===== config.mk =====
export PLATFORM = sky130hd
export DESIGN_NAME = dsz_decrement_skip_if_zero
export DESIGN_NICKNAME = d
export VERILOG_FILES = /design/src/common/dsz_pkg.sv /design/src/core/dsz_decrement_skip_if_zero.sv
export SDC_FILE = /design/constraint.sdc
export NUM_CORES = 1
export LEC_CHECK = 0
export ABC_AREA = 0
export BUFFER_PORTS_ARGS = -buffer_cell sky130_fd_sc_hd__buf_2
export CORE_MARGIN = 2
export CORE_UTILIZATION = 55
export DETAILED_ROUTE_END_ITERATION = 10
export GPL_TIMING_DRIVEN = 1
export PLACE_DENSITY = 0.95
export RECOVER_POWER = 25
export SKIP_LAST_GASP = 1
export SYNTH_ARGS = -nofsm -noshare
export SYNTH_HDL_FRONTEND = slang
export SYNTH_SLANG_ARGS = --single-unit

===== constraint.sdc =====
create_clock -name clock -period 5.4 [get_ports clock]
set_clock_uncertainty 0.2 [all_clocks]
set_input_delay 0.54 -clock clock [delete_from_list [all_inputs] [get_ports clock]]
set_output_delay 0.54 -clock clock [all_outputs]
set_load 0.02 [all_outputs]

===== src/common/dsz_pkg.sv =====
package dsz_pkg;
   // ----------------------------------------
   // Instruction format
   // ----------------------------------------
   localparam int INSN_W = 14;
   localparam int DATA_W = 8;
   localparam int ADDR_W = 7;
   localparam int OPC_HI = 13;
   localparam int OPC_LO = 8;
   localparam int DEST_BIT = 7;
   localparam logic [5:0] OPC_DECSKIP = 6'h0b;
   localparam logic DEST_WREG = 1'h0;
   localparam logic [DATA_W-1:0] DATA_ONE = 8'h01;
   localparam logic [DATA_W-1:0] DATA_ZERO = 8'h00;
   localparam logic [12:0] PC_STEP = 13'h0001;
   localparam logic [12:0] PC_RESET = 13'h0000;

   typedef struct packed {
      logic valid;
      logic [INSN_W-1:0] word;
      logic [DATA_W-1:0] fileData;
   } dsz_exec_in_s;

   typedef struct packed {
      logic wregWe;
      logic fileWe;
      logic [ADDR_W-1:0] fileAddr;
      logic [DATA_W-1:0] result;
   } dsz_wb_s;

   typedef enum logic [0:0] {
      ST_EXEC,
      ST_NOP
   } dsz_state_e;
endpackage


===== src/core/dsz_decrement_skip_if_zero.sv =====
// What this block does
// RULE1 - Match opcode 001011 in top bits; next bit picks destination; low seven address file.
// RULE2 - Subtract one from file value; destination 0 writes working register, 1 writes file.
// RULE3 - Zero result decides the skip; status flags are never touched.
// RULE4 - Zero result discards the fetched next instruction and runs a no-operation cycle.
// RULE5 - One program word; one cycle without skip, two cycles with skip.
// RULE6 - After skip continue two words on; otherwise at the next word.
`timescale 1ns/1ps
`default_nettype none
module dsz_decrement_skip_if_zero
   import dsz_pkg::*;
(
   input wire logic clock,
   input wire logic rst_n,
   input wire logic cycleEn,
   input wire dsz_pkg::dsz_exec_in_s execIn,
   input wire logic [12:0] pcIn,
   output logic [dsz_pkg::ADDR_W-1:0] fileAddr,
   output dsz_pkg::dsz_wb_s wb,
   output logic flushFetch,
   output logic pcLoad,
   output logic [12:0] pcNext,
   output logic statusWe,
   output logic busy
);
   import dsz_pkg::*;

   // ----------------------------------------
   // Decode
   // ----------------------------------------
   logic isDsz;
   logic [DATA_W-1:0] decVal;
   logic isZero;
   assign isDsz = execIn.valid && (execIn.word[OPC_HI:OPC_LO] == OPC_DECSKIP); // [RULE1]
   assign decVal = execIn.fileData - DATA_ONE; // [RULE2]
   assign isZero = (decVal == DATA_ZERO); // [RULE3]

   // ----------------------------------------
   // Execute state
   // ----------------------------------------
   dsz_state_e state_r, state_nxt;
   dsz_wb_s wb_r, wb_nxt;
   logic flush_r, flush_nxt;
   logic pcLoad_r, pcLoad_nxt;
   logic [12:0] pc_r, pc_nxt;
   logic [ADDR_W-1:0] addr_r, addr_nxt;
   logic busy_r, busy_nxt;
   logic statusWe_r, statusWe_nxt;
   logic takeDsz;
   assign takeDsz = cycleEn && (state_r == ST_EXEC) && isDsz; // [RULE1]

   always_comb begin
      state_nxt = state_r;
      wb_nxt = '0;
      flush_nxt = 1'b0;
      pcLoad_nxt = 1'b0;
      pc_nxt = pc_r;
      addr_nxt = addr_r;
      statusWe_nxt = 1'h0; // [RULE3]
      if (cycleEn) begin
         case (state_r)
            ST_EXEC: begin
               if (isDsz) begin
                  addr_nxt = execIn.word[ADDR_W-1:0]; // [RULE1]
                  wb_nxt.fileAddr = execIn.word[ADDR_W-1:0];
                  wb_nxt.result = decVal;
                  wb_nxt.wregWe = (execIn.word[DEST_BIT] == DEST_WREG); // [RULE2]
                  wb_nxt.fileWe = (execIn.word[DEST_BIT] != DEST_WREG); // [RULE2]
                  pcLoad_nxt = 1'b1;
                  if (isZero) begin
                     // Fetched word is thrown away; PC jumps past it
                     flush_nxt = 1'b1; // [RULE4]
                     pc_nxt = pcIn + PC_STEP + PC_STEP; // [RULE6]
                     state_nxt = ST_NOP; // [RULE5]
                  end else begin
                     pc_nxt = pcIn + PC_STEP; // [RULE6]
                  end
               end
            end
            ST_NOP: begin
               // Bubble cycle: nothing written
               state_nxt = ST_EXEC; // [RULE5]
            end
            default: state_nxt = ST_EXEC;
         endcase
      end
      // Busy leaves its own flop so the output carries no decode logic
      busy_nxt = (state_nxt == ST_NOP); // [RULE5]
   end

   always_ff @(posedge clock or negedge rst_n) begin
      if (!rst_n) begin
         state_r <= ST_EXEC;
         wb_r <= '0;
         flush_r <= 1'b0;
         pcLoad_r <= 1'b0;
         pc_r <= PC_RESET;
         addr_r <= '0;
         busy_r <= 1'h0;
         statusWe_r <= 1'h0;
      end else begin
         state_r <= state_nxt;
         wb_r <= wb_nxt;
         flush_r <= flush_nxt;
         pcLoad_r <= pcLoad_nxt;
         pc_r <= pc_nxt;
         addr_r <= addr_nxt;
         busy_r <= busy_nxt;
         statusWe_r <= statusWe_nxt;
      end
   end

   // ----------------------------------------
   // Outputs
   // ----------------------------------------
   assign fileAddr = addr_r;
   assign wb = wb_r;
   assign flushFetch = flush_r;
   assign pcLoad = pcLoad_r;
   assign pcNext = pc_r;
   assign busy = busy_r;
   // Flags untouched: the write strobe is tied low in a flop
   assign statusWe = statusWe_r; // [RULE3]

   // ----------------------------------------
   // Assertions
   // ----------------------------------------
   property p_decode;
      @(posedge clock) disable iff (!rst_n)
      (cycleEn && state_r == ST_EXEC && isDsz) |=> pcLoad;
   endproperty
   a_decode: assert property (p_decode) else $error("decode missed"); // [RULE1]

   property p_wdest;
      @(posedge clock) disable iff (!rst_n)
      (cycleEn && state_r == ST_EXEC && isDsz) |=>
         (wb.wregWe != wb.fileWe) && wb.result == $past(execIn.fileData) - DATA_ONE;
   endproperty
   a_wdest: assert property (p_wdest) else $error("bad writeback"); // [RULE2]

   property p_noflag;
      @(posedge clock) disable iff (!rst_n) !statusWe;
   endproperty
   a_noflag: assert property (p_noflag) else $error("status written"); // [RULE3]

   property p_flush;
      @(posedge clock) disable iff (!rst_n)
      flushFetch |-> (wb.result == DATA_ZERO) && busy;
   endproperty
   a_flush: assert property (p_flush) else $error("flush without zero"); // [RULE4]

   property p_twocyc;
      @(posedge clock) disable iff (!rst_n)
      (busy && cycleEn) |=> !busy;
   endproperty
   a_twocyc: assert property (p_twocyc) else $error("nop too long"); // [RULE5]

   property p_pcstep;
      @(posedge clock) disable iff (!rst_n)
      takeDsz |=>
         pcNext == $past(pcIn) + (($past(execIn.fileData) == DATA_ONE) ? PC_STEP + PC_STEP : PC_STEP);
   endproperty
   a_pcstep: assert property (p_pcstep) else $error("bad next pc"); // [RULE6]

   property p_skipiff;
      @(posedge clock) disable iff (!rst_n)
      takeDsz |=> flushFetch == ($past(execIn.fileData) == DATA_ONE);
   endproperty
   a_skipiff: assert property (p_skipiff) else $error("skip not tied to zero result"); // [RULE4]

   property p_destmap;
      @(posedge clock) disable iff (!rst_n)
      takeDsz |=> wb.fileWe == $past(execIn.word[DEST_BIT])
         && wb.fileAddr == $past(execIn.word[ADDR_W-1:0]);
   endproperty
   a_destmap: assert property (p_destmap) else $error("wrong destination"); // [RULE2]

   property p_bubble;
      @(posedge clock) disable iff (!rst_n)
      (busy && cycleEn) |=> !pcLoad && !flushFetch && !wb.wregWe && !wb.fileWe;
   endproperty
   a_bubble: assert property (p_bubble) else $error("discarded word executed"); // [RULE4]

   property p_ignore;
      @(posedge clock) disable iff (!rst_n)
      (cycleEn && !busy && !isDsz) |=> !pcLoad && !wb.wregWe && !wb.fileWe;
   endproperty
   a_ignore: assert property (p_ignore) else $error("foreign word executed"); // [RULE1]

   property p_addrhold;
      @(posedge clock) disable iff (!rst_n)
      !takeDsz |=> $stable(fileAddr);
   endproperty
   a_addrhold: assert property (p_addrhold) else $error("file address moved"); // [RULE1]

   property p_pchold;
      @(posedge clock) disable iff (!rst_n)
      !takeDsz |=> $stable(pcNext);
   endproperty
   a_pchold: assert property (p_pchold) else $error("next pc moved"); // [RULE6]

   property p_busyset;
      @(posedge clock) disable iff (!rst_n)
      takeDsz |=> busy == ($past(execIn.fileData) == DATA_ONE);
   endproperty
   a_busyset: assert property (p_busyset) else $error("bubble not matched to skip"); // [RULE5]

   property p_nophold;
      @(posedge clock) disable iff (!rst_n)
      (busy && !cycleEn) |=> busy;
   endproperty
   a_nophold: assert property (p_nophold) else $error("bubble lost"); // [RULE5]


   // ----------------------------------------
   // Cover points
   // ----------------------------------------
   c_skip: cover property (@(posedge clock) disable iff (!rst_n) flushFetch);
   c_noskip: cover property (@(posedge clock) disable iff (!rst_n) pcLoad && !flushFetch);
   c_wreg: cover property (@(posedge clock) disable iff (!rst_n) wb.wregWe);
   c_bubble: cover property (@(posedge clock) disable iff (!rst_n) busy && cycleEn);
   c_filewr: cover property (@(posedge clock) disable iff (!rst_n) wb.fileWe && !flushFetch);
endmodule
`default_nettype wire


# Yosys cells after proc, flatten, opt, wreduce, memory -nomap -nowiden
# Cells that the tools add are included.
[word_totals] regBits=40 inputBits=39 output_inout_bits=41 elab_cells=30
[op_classes] add_sub_neg=3 n_eq_ne=1 muxes=12 n_bitwise=2 n_reduce_logical=3
[ops] op="$mux 17" count=3
[ops] op="$add 13x1->13 const B" count=2
[ops] op="$mux 13" count=1
[ops] op="$logic_not 8->1" count=1
[ops] op="$sub 8x1->8 const B" count=1
[ops] op="$mux 1" count=7
[ops] op="$eq 6x4->1 const B" count=1
[ops] op="$reduce_and 3->1" count=1
[ops] op="$not 1->1" count=2
[ops] op="$pmux 1 s2" count=1
[ops] op="$logic_and 1x1->1" count=1

# Depth between registers and ports, before layout
[depth] ltp_word=6 depth_mapped=10 mapped_depth_nobuf=8

# Least setup slack after synthesis
# No wires, ideal clock.
[synth_path] path_type="input-to-reg" start="input execIn[0] (netlist name)" end="register pc_r[10], in the netlist pcNext[10]" setup_time_ns=0.126 arrival_ns=2.369 required_ns=5.074 setup_slack_ns=2.705 stages=8 path_buffers=1 cell_sequence="inv_1 ha_1 clkbuf_1 nand3b_1 o32ai_2 nand3_4 o41a_1 a221o_1"
[synth_between] elab_chain_len=3
[synth_lines] item="from (decl)" line="dsz_decrement_skip_if_zero.sv:16" rtl="input wire dsz_pkg::dsz_exec_in_s execIn,"
[synth_lines] item="$sub 8x1->8" line="dsz_decrement_skip_if_zero.sv:35" rtl="assign decVal = execIn.fileData - DATA_ONE;"
[synth_lines] item="$logic_not 8->1" line="dsz_decrement_skip_if_zero.sv:36" rtl="assign isZero = (decVal == DATA_ZERO);"
[synth_lines] item="$mux 13" line="dsz_decrement_skip_if_zero.sv:70" rtl="if (isZero) begin"
[synth_lines] item="to (signal assigned)" line="dsz_decrement_skip_if_zero.sv:106" rtl="pc_r <= pc_nxt;"
[synth_lines] item="to (decl)" line="dsz_decrement_skip_if_zero.sv:45" rtl="logic [12:0] pc_r, pc_nxt;"
# Every way passes these cells.
# A chain may end at the register's enable or synchronous reset.

# Final worst setup path
[layout_path] start="input execIn[0] (netlist name)" end="register pc_r[12], in the netlist pcNext[12]"
# The elaborated chain is that of the path after synthesis.

==> results.sh <==
export IMPL_fmax_ghz=0.355
export IMPL_grtUsageTotal=0.218
export IMPL_cts_inserted_buffers=5
export IMPL_antenna_left=0
export IMPL_layout_commonest_cell="buf_2"
export IMPL_ys_warn_count=0
export IMPL_syn_avg_cell_area_um2=9.99
export IMPL_io_pins=80
export IMPL_ys_seq_area_frac=0.409
export IMPL_ctsLongestPathBuffers=2
export IMPL_fin_crit_ps=2820
export IMPL_fp_dieW_um=70.7
export IMPL_arrival_ps=2820
export IMPL_grt_first_pass_wirelength_um=8780
export IMPL_hold_viol=0
export IMPL_worstSetupEndpointType="register"
export IMPL_finalCritPeriodShare=0.522
export IMPL_cts_resized=0
export IMPL_cts_root_buf="clkbuf_8"
export IMPL_grt_ovfl_total=0
export IMPL_area_delta_synth_final_pct=16.2
export IMPL_detail_route_wl_per_cell_um=14.4
export IMPL_diodes=0
export IMPL_clkSinkCount=40
export IMPL_grt_start_max_net_pins=46
export IMPL_layout_common_cells="buf_2 (77), dfrtp_1 (40), nand2_1 (19), nor2_1 (16), xnor2_1 (13)"
export IMPL_tightestPinTransition_ps=2020
export IMPL_slew_headroom=-0.344
export IMPL_p_per_area_mw_per_mm2=223
export IMPL_setup_tns_ps=0
export IMPL_seq_area_mm2=0.00100
export IMPL_leakage_uw=0.00142
export IMPL_ys_ff_latch=40
export IMPL_setup_viol=0
export IMPL_coreArea_mm2=0.00432
export IMPL_nets=356
export IMPL_firstDrtPassIters=4
export IMPL_fillers=360
export IMPL_dieHeight_um=70.7
export IMPL_clk_latency_ps=290
export IMPL_dp_hpwl_um=3820
export IMPL_grt_setup_unrepaired="false"
export IMPL_required_ps=5410
export IMPL_holdBufCountCts=0
export IMPL_ys_async_sr_fraction=1.00
export IMPL_clk_pin_slew_ps=70
export IMPL_drc=0
export IMPL_postSynthCellCount=245
export IMPL_drt_iter0_drc=129
export IMPL_outcome="finished, violations left"
export IMPL_die_area_mm2=0.00500
export IMPL_drive_gt1_frac=0.325
export IMPL_io_buffers=78
export IMPL_min_path_type="input port to register"
export IMPL_crit_fanout=15
export IMPL_initial_core_util=0.566
export IMPL_synthFlopType="dfrtp_1"
export IMPL_syn_cell_area_mm2=0.00245
export IMPL_wirelength_um=5260
export IMPL_final_core_util=0.657
export IMPL_place_congestion=0.916
export IMPL_ctsHtreeMaxLevel=2
export IMPL_cap_viol_max_count=1
export IMPL_cp_start_kind="input port"
export IMPL_antenna_found_initial=0
export IMPL_worstSetupPathType="input port to register"
export IMPL_vias=2086
export IMPL_synth_edff_count=0
export IMPL_postCtsSetupRepairBufs=0
export IMPL_finalMaxSlewViolations=41
export IMPL_synth_fp_nets=288
export IMPL_grt_pass1_vias=1907
export IMPL_cts_tree="done"
export IMPL_synth_cell_types=63
export IMPL_ir_drop_v=0.000101
export IMPL_multi_input_area_mm2=0.00126
export IMPL_via_per_inst=5.70
export IMPL_violations="max-capacitance violations, max-slew violations"
export IMPL_rows=24
[metal layers]
layer | up-vias | track usage | share of wire
met5 | - | 0 | 0
met4 | 0 | 0.0922 | 0.020
met3 | 9 | 0.0399 | 0.059
met2 | 84 | 0.367 | 0.49
met1 | 972 | 0.276 | 0.43
li1 | 1021 | - | -
[layout make-up]
class / count / area share
multi-input cells: 179 / 0.443
flip-flops and latches: 40 / 0.352
repair buffers: 79 / 0.140
clock buffers: 8 / 0.0317
well taps: 52 / 0.0229
inverters: 8 / 0.0106
[critical path, stage by stage]
cell and delay [ps]:
buf_2 150, inv_1 70, ha_1 330, nor4b_1 300, a22oi_1 150, o211ai_4 280, nand3_4 220, or4_1 590
o211ai_1 190
[flip-flops by register name, summed over array words and instances (netlist names)]
| name | cells |
|---|---|
| pcLoad | 1 |
| pcNext | 13 |
| fileAddr | 7 |
| wb | 17 |
| busy | 1 |
| flushFetch | 1 |
[cells by family after synthesis]
logic type,count (synthesis),share of synthesized area
other cells,1,0.00153
buf+inv,26,0.0762
flops,40,0.409
xor+xnor,21,0.0752
simple gates,101,0.255
compound gates,52,0.163
fa+ha+maj,4,0.0205
[cells in the mapped netlist (all sizes together) (2+ instances only)]
cell type / n / area share
inv: 8 / 0.012
nor2: 16 / 0.025
o211ai: 3 / 0.015
nor3: 9 / 0.018
or3: 5 / 0.017
o31a: 2 / 0.0072
o21a: 3 / 0.0092
nand2: 20 / 0.034
a21o: 7 / 0.021
ha: 4 / 0.020
o21ai: 9 / 0.018
clkbuf: 11 / 0.038
nand3: 9 / 0.026
nand4: 9 / 0.026
or4: 3 / 0.011
a221o: 2 / 0.0082
dfrtp: 40 / 0.41
and2: 11 / 0.029
xnor2: 13 / 0.047
xor2: 8 / 0.029
or2: 2 / 0.0051
o31ai: 6 / 0.018
nor4: 5 / 0.021
or3b: 2 / 0.0072
buf: 7 / 0.026
a21oi: 7 / 0.014
nand4b: 2 / 0.0072
o41ai: 2 / 0.0072
[worst paths after layout]
kind	start	endpoint	slack, ps	cells past startpoint
worst min-delay path	execIn[15]	wb[16]	210	2
min in group asynchronous	rst_n	wb[1]	620	1
max in group asynchronous	rst_n	wb[13]	3230	1
worst max-delay path	execIn[0]	pcNext[12]	2580	9
worst max register to register	busy	pcNext[12]	3120	8
worst min register to register	fileAddr[5]	fileAddr[5]	270	1
[power breakdown]
group | switching, uW | total [uW] | internal [uW]
Combinational | 75.2 | 120 | 45.0
Clock | 92.1 | 196 | 104
Sequential | 6.33 | 318 | 312
Total | 174 | 634 | 461
[stage by stage]
| stage | instances | setup slack, ps | power, uW | instance area [um^2] | hold slack [ps] |
|---|---|---|---|---|---|
| 2_1_floorplan | 245 | 2710 | 399 | 2450 | 44.4 |
| 3_3_place_gp | 358 | 2410 | 439 | 2750 | 254 |
| 3_5_place_dp | 358 | 2310 | 443 | 2750 | 261 |
| 4_1_cts | 366 | 2600 | 639 | 2840 | 175 |
| 5_1_grt | 366 | 2340 | 665 | 2840 | 202 |
| 6_report | 366 | 2580 | 634 | 2840 | 205 |
Power figures use the tool's default switching activity.
